--- src/rtl/homing_params.svh ---
// Constants for the speech codec homing block.
`ifndef HOMING_PARAMS_SVH
`define HOMING_PARAMS_SVH

`define FRAME_LAST_SAMPLE  8'h9f
`define SAMPLE_VALID_MASK  16'hfff8
`define ENC_HOME_SAMPLE    16'h0008
`define DEC_LAR_COUNT      7'h08
`define DEC_SUB_LAST_POS   5'h10
`define DEC_EARLY_IDX      7'h18
`define DEC_LAST_IDX       7'h4b
`define DEC_LAST_SUB       2'h3
`define LAR_HOME_1         7'h09
`define LAR_HOME_2         7'h17
`define LAR_HOME_3         7'h0f
`define LAR_HOME_4         7'h08
`define LAR_HOME_5         7'h07
`define LAR_HOME_6         7'h03
`define LAR_HOME_7         7'h03
`define LAR_HOME_8         7'h02
`define LAR_MASK_6B        7'h3f
`define LAR_MASK_5B        7'h1f
`define LAR_MASK_4B        7'h0f
`define LAR_MASK_3B        7'h07
`define LAG_MASK           7'h7f
`define GAIN_MASK          7'h03
`define XMAX_MASK          7'h3f
`define PULSE_MASK         7'h07
`define LAG_HOME           7'h28
`define PULSE_HOME         7'h04
`define PULSE_ALT          7'h03
`define PULSE_ALT_POS      5'h08
`define POS_LAG            5'h00
`define POS_GAIN           5'h01
`define POS_GRID           5'h02
`define POS_XMAX           5'h03
`define DEEMPH_BETA        32'sh00006e14
`define DEEMPH_ROUND       32'sh00004000
`define Q15_SHIFT          15
`define SAT_POS            16'sh7fff
`define SAT_NEG            16'sh8000

`endif

--- src/rtl/homing_pkg.sv ---
// Types shared by the speech codec homing block.
package homing_pkg;
	typedef enum logic [0:0] {
		ENC_SCAN = 1'b0,
		ENC_WAIT = 1'b1
	} enc_state_t;
	typedef enum logic [0:0] {
		DEC_PARAMS = 1'b0,
		DEC_SYNTH  = 1'b1
	} dec_state_t;
endpackage

--- src/rtl/codec_homing.sv ---
// Homing detection, home-state control and de-emphasis output filter.
`timescale 1ns/1ps
`default_nettype none
`include "homing_params.svh"

module codec_homing (
	input  wire logic        mclk,
	input  wire logic        rst_b,
	input  wire logic        enc_sample_valid,
	input  wire logic [15:0] enc_sample,
	output logic             enc_sample_ready,
	input  wire logic        enc_frame_done,
	output logic             enc_state_clear,
	output logic             enc_home,
	input  wire logic        dec_param_valid,
	input  wire logic [15:0] dec_param,
	input  wire logic        dec_bad_frame,
	output logic             dec_param_ready,
	input  wire logic        syn_valid,
	input  wire logic [15:0] syn_sample,
	output logic             syn_ready,
	output logic             out_valid,
	output logic [15:0]      out_sample,
	output logic             dec_state_clear,
	output logic             dec_home
);

	////////////////////////////////////////////////////////////////////////////
	// Encoder direction.

	homing_pkg::enc_state_t enc_state;
	logic [7:0]             enc_count;
	logic                   enc_match;
	logic                   enc_pending;
	logic                   enc_take;
	logic                   enc_sample_ok;

	assign enc_sample_ready = (enc_state == homing_pkg::ENC_SCAN);
	assign enc_take         = enc_sample_valid && enc_sample_ready;
	assign enc_sample_ok    = (enc_sample & `SAMPLE_VALID_MASK) == `ENC_HOME_SAMPLE;

	always_ff @(posedge mclk) begin
		if (!rst_b) begin
			enc_count <= 8'h00;
		end else if (enc_take) begin
			enc_count <= (enc_count == `FRAME_LAST_SAMPLE) ? 8'h00 : enc_count + 8'h01;
		end
	end

	always_ff @(posedge mclk) begin
		if (!rst_b) begin
			enc_match <= 1'b1;
		end else if (enc_take) begin
			enc_match <= (enc_count == `FRAME_LAST_SAMPLE) ? 1'b1 : enc_match && enc_sample_ok;
		end
	end

	// The input stalls while the datapath finishes the frame, so the state
	// reset can never land in the middle of the next frame.
	// wait for normal processing
	always_ff @(posedge mclk) begin
		if (!rst_b) begin
			enc_state   <= homing_pkg::ENC_SCAN;
			enc_pending <= 1'b0;
		end else begin
			case (enc_state)
				homing_pkg::ENC_SCAN: begin
					if (enc_take && enc_count == `FRAME_LAST_SAMPLE) begin
						enc_state   <= homing_pkg::ENC_WAIT;
						enc_pending <= enc_match && enc_sample_ok;
					end
				end
				homing_pkg::ENC_WAIT: begin
					if (enc_frame_done) begin
						enc_state   <= homing_pkg::ENC_SCAN;
						enc_pending <= 1'b0;
					end
				end
				default: begin
					enc_state   <= homing_pkg::ENC_SCAN;
					enc_pending <= 1'b0;
				end
			endcase
		end
	end

	always_ff @(posedge mclk) begin
		if (!rst_b) begin
			enc_state_clear <= 1'b0;
			enc_home        <= 1'b1;
		end else begin
			enc_state_clear <= (enc_state == homing_pkg::ENC_WAIT) && enc_frame_done && enc_pending;
			if ((enc_state == homing_pkg::ENC_WAIT) && enc_frame_done) begin
				enc_home <= enc_pending;
			end
		end
	end

	////////////////////////////////////////////////////////////////////////////
	// Decoder parameter checking.

	homing_pkg::dec_state_t dec_state;
	logic [6:0]             dec_idx;
	logic [4:0]             dec_pos;
	logic [1:0]             dec_sub;
	logic                   dec_match;
	logic                   dec_param_ok;
	logic                   dec_ptake;
	logic                   dec_replace;
	logic                   dec_pending;
	logic [6:0]             exp_val;
	logic [6:0]             exp_mask;
	logic [7:0]             out_count;
	logic                   out_done;

	assign dec_param_ready = (dec_state == homing_pkg::DEC_PARAMS);
	assign dec_ptake       = dec_param_valid && dec_param_ready;

	always_comb begin
		exp_val  = 7'h00;
		exp_mask = `LAR_MASK_6B;
		if (dec_idx < `DEC_LAR_COUNT) begin
			case (dec_idx[2:0])
				3'h0: begin exp_val = `LAR_HOME_1; exp_mask = `LAR_MASK_6B; end
				3'h1: begin exp_val = `LAR_HOME_2; exp_mask = `LAR_MASK_6B; end
				3'h2: begin exp_val = `LAR_HOME_3; exp_mask = `LAR_MASK_5B; end
				3'h3: begin exp_val = `LAR_HOME_4; exp_mask = `LAR_MASK_5B; end
				3'h4: begin exp_val = `LAR_HOME_5; exp_mask = `LAR_MASK_4B; end
				3'h5: begin exp_val = `LAR_HOME_6; exp_mask = `LAR_MASK_4B; end
				3'h6: begin exp_val = `LAR_HOME_7; exp_mask = `LAR_MASK_3B; end
				default: begin exp_val = `LAR_HOME_8; exp_mask = `LAR_MASK_3B; end
			endcase
		end else begin
			case (dec_pos)
				`POS_LAG:  begin exp_val = `LAG_HOME; exp_mask = `LAG_MASK; end
				`POS_GAIN: begin exp_val = 7'h00; exp_mask = `GAIN_MASK; end
				`POS_GRID: begin exp_val = 7'h00; exp_mask = `GAIN_MASK; end
				`POS_XMAX: begin exp_val = 7'h00; exp_mask = `XMAX_MASK; end
				default: begin
					exp_mask = `PULSE_MASK;
					exp_val  = (dec_sub == `DEC_LAST_SUB && dec_pos == `PULSE_ALT_POS)
						? `PULSE_ALT : `PULSE_HOME;
				end
			endcase
		end
	end

	assign dec_param_ok = (dec_param[6:0] & exp_mask) == exp_val;

	always_ff @(posedge mclk) begin
		if (!rst_b) begin
			dec_idx <= 7'h00;
			dec_pos <= 5'h00;
			dec_sub <= 2'h0;
		end else if (dec_ptake) begin
			dec_idx <= (dec_idx == `DEC_LAST_IDX) ? 7'h00 : dec_idx + 7'h01;
			if (dec_idx >= `DEC_LAR_COUNT) begin
				dec_pos <= (dec_pos == `DEC_SUB_LAST_POS) ? 5'h00 : dec_pos + 5'h01;
				if (dec_pos == `DEC_SUB_LAST_POS) begin
					dec_sub <= dec_sub + 2'h1;
				end
			end
		end
	end

	always_ff @(posedge mclk) begin
		if (!rst_b) begin
			dec_match <= 1'b1;
		end else if (dec_ptake) begin
			dec_match <= (dec_idx == `DEC_LAST_IDX) ? 1'b1 : dec_match && dec_param_ok;
		end
	end

	// The replacement is decided at the end of sub-frame one, but output still waits
	// for the last parameter; a later bad-frame flag still cancels it.
	// early decision in home state
	always_ff @(posedge mclk) begin
		if (!rst_b) begin
			dec_replace <= 1'b0;
			dec_pending <= 1'b0;
		end else if (dec_ptake && dec_idx == `DEC_EARLY_IDX) begin
			dec_replace <= dec_home && dec_match && dec_param_ok && !dec_bad_frame;
		end else if (dec_ptake && dec_idx == `DEC_LAST_IDX) begin
			dec_pending <= dec_match && dec_param_ok && !dec_bad_frame;
			dec_replace <= dec_replace && !dec_bad_frame;
		end else if (dec_state_clear || (out_valid && out_done)) begin
			dec_replace <= 1'b0;
			dec_pending <= 1'b0;
		end
	end

	////////////////////////////////////////////////////////////////////////////
	// Decoder output: de-emphasis and homing frame substitution.

	logic               syn_take;
	logic signed [15:0] deemph_mem;
	logic signed [31:0] deemph_prod;
	logic signed [31:0] deemph_sum;
	logic signed [15:0] next_deemph;

	assign syn_ready = (dec_state == homing_pkg::DEC_SYNTH);
	assign syn_take  = syn_valid && syn_ready;
	assign out_done  = (out_count == 8'h00);

	always_ff @(posedge mclk) begin
		if (!rst_b) begin
			dec_state <= homing_pkg::DEC_PARAMS;
		end else begin
			case (dec_state)
				homing_pkg::DEC_PARAMS: begin
					if (dec_ptake && dec_idx == `DEC_LAST_IDX) begin
						dec_state <= homing_pkg::DEC_SYNTH;
					end
				end
				homing_pkg::DEC_SYNTH: begin
					if (syn_take && out_count == `FRAME_LAST_SAMPLE) begin
						dec_state <= homing_pkg::DEC_PARAMS;
					end
				end
				default: dec_state <= homing_pkg::DEC_PARAMS;
			endcase
		end
	end

	always_ff @(posedge mclk) begin
		if (!rst_b) begin
			out_count <= 8'h00;
		end else if (syn_take) begin
			out_count <= (out_count == `FRAME_LAST_SAMPLE) ? 8'h00 : out_count + 8'h01;
		end
	end

	always_comb begin
		deemph_prod = `DEEMPH_BETA * 32'(deemph_mem);
		deemph_sum  = 32'($signed(syn_sample)) + ((deemph_prod + `DEEMPH_ROUND) >>> `Q15_SHIFT);
		if (deemph_sum > 32'(`SAT_POS)) begin
			next_deemph = `SAT_POS;
		end else if (deemph_sum < 32'(`SAT_NEG)) begin
			next_deemph = `SAT_NEG;
		end else begin
			next_deemph = deemph_sum[15:0];
		end
	end

	always_ff @(posedge mclk) begin
		if (!rst_b || dec_state_clear) begin
			deemph_mem <= 16'sh0000;
		end else if (syn_take) begin
			deemph_mem <= next_deemph;
		end
	end

	always_ff @(posedge mclk) begin
		if (!rst_b) begin
			out_valid  <= 1'b0;
			out_sample <= 16'h0000;
		end else begin
			out_valid <= syn_take;
			if (syn_take) begin
				out_sample <= dec_replace ? `ENC_HOME_SAMPLE : next_deemph;
			end
		end
	end

	// home after the whole frame is out
	always_ff @(posedge mclk) begin
		if (!rst_b) begin
			dec_state_clear <= 1'b0;
			dec_home        <= 1'b1;
		end else begin
			dec_state_clear <= syn_take && out_count == `FRAME_LAST_SAMPLE && dec_pending;
			if (syn_take && out_count == `FRAME_LAST_SAMPLE) begin
				dec_home <= dec_pending;
			end
		end
	end
endmodule // codec_homing

`default_nettype wire

--- config.mk ---
export PLATFORM = sky130hd
export DESIGN_NAME = codec_homing
export DESIGN_NICKNAME = d
export VERILOG_FILES = /design/src/rtl/homing_pkg.sv /design/src/rtl/codec_homing.sv
export VERILOG_INCLUDE_DIRS = /design/src /design/src/rtl
export SDC_FILE = /design/constraint.sdc
export NUM_CORES = 1
export LEC_CHECK = 0
export BUFFER_PORTS_ARGS = -buffer_cell sky130_fd_sc_hd__buf_2
export CORE_ASPECT_RATIO = 0.8
export CORE_UTILIZATION = 28
export CTS_BUF_LIST = sky130_fd_sc_hd__clkbuf_4 sky130_fd_sc_hd__clkbuf_8
export DETAILED_ROUTE_END_ITERATION = 8
export PLACE_DENSITY = 0.54
export SLEW_MARGIN = 20
export SYNTH_ARGS = -nofsm -noshare
export SYNTH_HDL_FRONTEND = slang
export SYNTH_SLANG_ARGS = --single-unit
--- constraint.sdc ---
create_clock -name mclk -period 15.8 [get_ports mclk]
set_clock_uncertainty 0.2 [all_clocks]
set_input_delay 1.58 -clock mclk [delete_from_list [all_inputs] [get_ports mclk]]
set_output_delay 1.58 -clock mclk [all_outputs]
set_load 0.05 [all_outputs]
* Word level (Yosys, flattened, before mapping)
Index checks and enable logic that the tools add are counted.
** Operators by class
- Multipliers :: 1
- Muxes and demuxes :: 29
- Magnitude comparators :: 4
- Reduce and logical (&&, ||, !) cells :: 38
- Add/sub/neg operators :: 7
- Bitwise gates (word level) :: 4
- Eq/ne operators :: 20
** Operators by type and width (number)
- $mux 16 :: 3
- $add 32x16->32 const B :: 1
- $mul 14x16->30 const A :: 1
- $pmux 5 s6 :: 1
- $mux 7 :: 3
- $pmux 7 s3 :: 1
- $logic_and 1x1->1 :: 19
- $add 16x17->18 :: 1
- $gt 18x16->1 const B :: 1
- $lt 18x16->1 const B :: 1
- $pmux 6 s3 :: 1
- $add 8x1->8 const B :: 2
- $eq 8x8->1 const B :: 2
- $mux 8 :: 2
- $eq 13x1->1 const B :: 1
- $mux 1 :: 12
- $pmux 6 s2 :: 1
- $eq 5x2->1 const B :: 2
- $reduce_or 2->1 :: 5
- $eq 3x3->1 const B :: 3
- $logic_not 8->1 :: 1
- $add 7x1->7 const B :: 1
- $and 7x7->7 :: 1
- $eq 7x5->1 const B :: 1
- other kinds (27) :: 36
** Word-level totals
- Output and inout bits :: 24
- Word-level logic and storage cells :: 122
- Bits in registers :: 74

* Depth between registers and ports, before layout
- Depth after elaboration :: 9
- Gate-level depth with buffers :: 37
- Depth with buffers taken out :: 34

* Worst setup path after synthesis
Ideal clock, no wire load.
- Path type :: register to register
- Start point :: reg deemph_mem[6]
- End point :: reg out_sample[6]
- Clock period less this slack :: 8.348 ns
- Cell stages (with the launch flop) :: 35
- Slack :: 7.452 ns
- Data required time :: 15.478 ns
- Library setup time :: 0.122 ns
- Arrival :: 8.026 ns
- Cell sequence :: dfxtp_1 > ha_1 > xor2_1 > ha_1 > a21o_1 > fa_1 > inv_1 > fa_1 > inv_1 > fa_1 > inv_1 > fa_1 > inv_1 > ha_1 > nand2_1 > o21ai_1 > mux2_2 > a31oi_1 > o211ai_1 > nand4b_1 > or2_2 > nor4b_2 > mux2i_1 > xnor2_1 > ha_1 > inv_1 > or2_2 > o221ai_1 > a211o_1 > a31o_2 > and2_1 > buf_2 > and3_1 > buf_2 > a221o_1
** Between the ends
- Longest elaborated chain between the ends :: 7
- Elaborated cells on any way between the ends :: 8
- Classes of those cells :: add/sub (2); mul (1); order compare (2); mux (3)
** RTL lines
- start: declaration :: RTL line codec_homing.sv:196 : logic signed [15:0] deemph_mem;
- start signal: assignment :: RTL line codec_homing.sv:249 : deemph_mem <= next_deemph;
- $mul 14x16->30 (no line) (*)
- $add 32x16->32 (no line) (*)
- $add 16x17->18 (*) :: RTL line codec_homing.sv:235 : deemph_sum = 32'($signed(syn_sample)) + ((deemph_prod + `DEEMPH_ROUND) >>> `Q15_SHIFT);
- $lt 18x16->1 :: RTL line codec_homing.sv:238 : end else if (deemph_sum < 32'(`SAT_NEG)) begin
- $mux 16 :: RTL line codec_homing.sv:238
- $mux 16 (*) :: RTL line codec_homing.sv:236 : if (deemph_sum > 32'(`SAT_POS)) begin
- $mux 16 (*) :: RTL line codec_homing.sv:260 : out_sample <= dec_replace ? `ENC_HOME_SAMPLE : next_deemph;
- end signal: assignment :: RTL line codec_homing.sv:260
- end: declaration :: RTL line codec_homing.sv:23 : output logic [15:0] out_sample,
Mark *: on every way between the ends. The rest lies on a longest branch, timed or not.
A chain may end at the register's enable or synchronous reset.

* Worst setup path in the final report
- Start point :: reg deemph_mem[6]
- End point :: reg out_sample[7]
Same word-level chain as after synthesis.

==> summary.txt <==
period utilization: 63.4%
sequential power share: 50.9%
DRC Markers: 0
port buffer count: 66
post-DP HPWL: 19,100 um
initial antenna violation count: 0
final setup vio count: 0
fraction of registers with async set/reset: 0%
Die Area: 33,800 um2
post-route antenna net violation count: 0
Initial Util: 28.5%
drt pass-1 iters: 5
clock power share: 39.3%
register bit total from synthesis: 74
WL/cell: 14.4 um
Boundary Pins: 79
CTS tree: built
largest cells by area after synthesis: ha_1 (18%), dfxtp_1 (16%), fa_1 (15%), inv_1 (7.4%), xnor2_1 (4.4%)
delay-heaviest family, CP: adder cells
vias per std cell: 4.77
1st-iter DRT viols: 373
Placer Congestion: 0.873
relative slew slack: 31.0%
P_leak: 5.05 nW
Crit. End Element: register
Fill cells: 3,485
Sw Share: 29.0%
root buffer cell: clkbuf_8
Sink Count: 74
most common cell after layout, fill and taps aside: inv_1
Post-CTS Resized: 0
vias in the first global route: 6,964
fmax: 99.9 MHz
YS warnings: 0
largest area contributor in the netlist: ha_1
final WL: 22,700 um
RSZ-0062 raised after global routing: false
Worst Tran Pin Value: 1.03 ns
ANT cells: 0
gr ovfl total: 0
kind of critical path: reg -> reg
status: complete, no violations
Seq/Total Area, Yosys: 16.0%
CTS buffer count: 9
CP Max Fanout: 15
max-slew violation count: 0
clock latency on the worst-skew pair: 0.36 ns
worst hold margin: 0.252 ns
H-Tree Depth: 3
predominant post-synthesis flop cell: dfxtp_1
Final nets: 1,406
CTS max path bufs: 2
number of max-cap violations: 0
Tmin final: 10.01 ns
most frequent cells in the layout: inv_1 (183), ha_1 (132), dfxtp_1 (74), nor2_1 (73), nand2_1 (71)
share of layout cells above drive strength 1: 9.70%
synthesized area per cell: 8.44 um2
Design Power: 373 uW
most used cell, CP: inv_1
TNS Setup: 0 ns
post-synthesis cell count: 1,096
WP buf/inv: 5
Core Rows: 59
syn_nets: 1,352
P_int: 265 uW
first-pass GRT wire length: 36,700 um
Core ar.: 32,500 um2
GRT Overall Usage: 13.6%
Post-Syn Area: 9250 um2
number of flops mapped to enable cells by yosys: 0
NetSw: 108 uW
Synth top area share: 17.9%
worst hold path type: reg -> reg
Arr. time, crit path: 10.12 ns
die width: 205 um
Critical Path Slowest Stage Cell: nor2b_1
Pwr Density: 36.6 nW/um2
Logic pwr share: 9.9%
clock-pin slew on the worst setup and hold paths: 0.10 ns
largest net degree at the start of global routing: 35
cts hold-fix bufs: 0
CP required: 15.91 ns
Area Overhead vs Synth: 10.3%
crit-path max cell delay: 0.69 ns
Hold Vio Cnt, Final: 0
startpoint types: register
setup bufs post-CTS: 0
Netlist cell types: 79
Vias: 7,552
worst vdd ir: 0.0396 mV
Die Ht: 165 um
## cells in the mapped netlist, types with 6 or more instances
cell / instances
nor4b_1: 6
a211oi_1: 24
and2_1: 16
nor3_1: 25
fa_1: 69
xnor2_1: 47
a31oi_1: 10
a21o_1: 15
and3_1: 11
xor2_1: 31
nand2_1: 71
o21ai_0: 41
mux2i_1: 6
a21oi_1: 51
nand2b_1: 6
nor2b_1: 17
nor2_1: 73
ha_1: 132
nand3_1: 21
dfxtp_1: 74
clkbuf_1: 20
a221o_1: 11
o21a_1: 9
nand4_1: 16
inv_1: 183
## final timing paths
check,start,endpoint,slack (ns),cells past startpoint
worst min register to register,enc_pending,enc_state_clear,0.25,2
worst max register to register,deemph_mem[6],out_sample[7],5.79,30
worst min-delay path,enc_pending,enc_state_clear,0.25,2
worst max-delay path,deemph_mem[6],out_sample[7],5.79,30
## cell type report
class	instances	area, um2	share of cell area (%)
sequential	74	1480	14.5
clock buffer	9	124	1.21
timing repair buffer	68	345	3.38
clock inverter	7	66.3	0.650
tap	427	534	5.23
inverter	183	687	6.73
multi-input combinational	814	6970	68.3
## worst register-to-register path: cells and delay by family, from the launching register on
kind | cells | cell delay [ns]
muxes | 2 | 0.65
adders and majority gates | 8 | 3.55
xor gates and xnor gates | 2 | 0.33
AOI/OAI and AO/OA | 8 | 2.50
DFF | 1 | 0.57
buffers and inverters | 5 | 0.32
and+or+nand+nor | 5 | 1.84
## state kept, by name, summed over array words and instances (netlist names)
| register | flops |
|---|---|
| dec_idx | 7 |
| enc_count | 8 |
| dec_state_clear | 1 |
| enc_match | 1 |
| out_sample | 16 |
| dec_pos | 5 |
| dec_replace | 1 |
| out_count | 8 |
| enc_state_clear | 1 |
| dec_sub | 2 |
| syn_ready | 1 |
| enc_home | 1 |
| deemph_mem | 16 |
| dec_match | 1 |
| enc_state | 1 |
| out_valid | 1 |
| dec_home | 1 |
| dec_pending | 1 |
| enc_pending | 1 |
## logic make-up after synthesis
group                      synth area share [%]
and+or+nand+nor                            16.8
AOI/OAI and AO/OA                          17.1
buffers and inverters                      8.64
adders and majority gates                  32.8
xor gates and xnor gates                   7.74
DFF                                        16.0
muxes                                     0.893
## through the flow
step                      util (%)  setup WS [ns]  instances  area, um2
after floorplan                  -           7.45       1096       9250
after global placement        30.8           5.93       1566      10000
after detailed placement      30.8           5.86       1566      10000
after CTS                     31.4           5.82       1582      10200
after global routing          31.4           5.18       1582      10200
final                         31.4           5.79       1582      10200
## per-layer routing
metal	vias to the layer above	share of wire (%)	global-route usage, %
met5	-	0	0
met4	0	0.86	2.12
met3	15	3.0	1.84
met2	117	40	19.7
met1	3555	56	21.4
li1	3865	-	-
## power groups by stage
stage               registers, mW  clock network, mW  logic, mW
global placement            0.194                  0     0.0370
detailed placement          0.194                  0     0.0369
CTS                         0.190              0.155     0.0372
global route                0.190              0.162     0.0412
floorplan                   0.193                  0     0.0245
finish                      0.190              0.147     0.0368
Power figures use the tool's default switching activity.
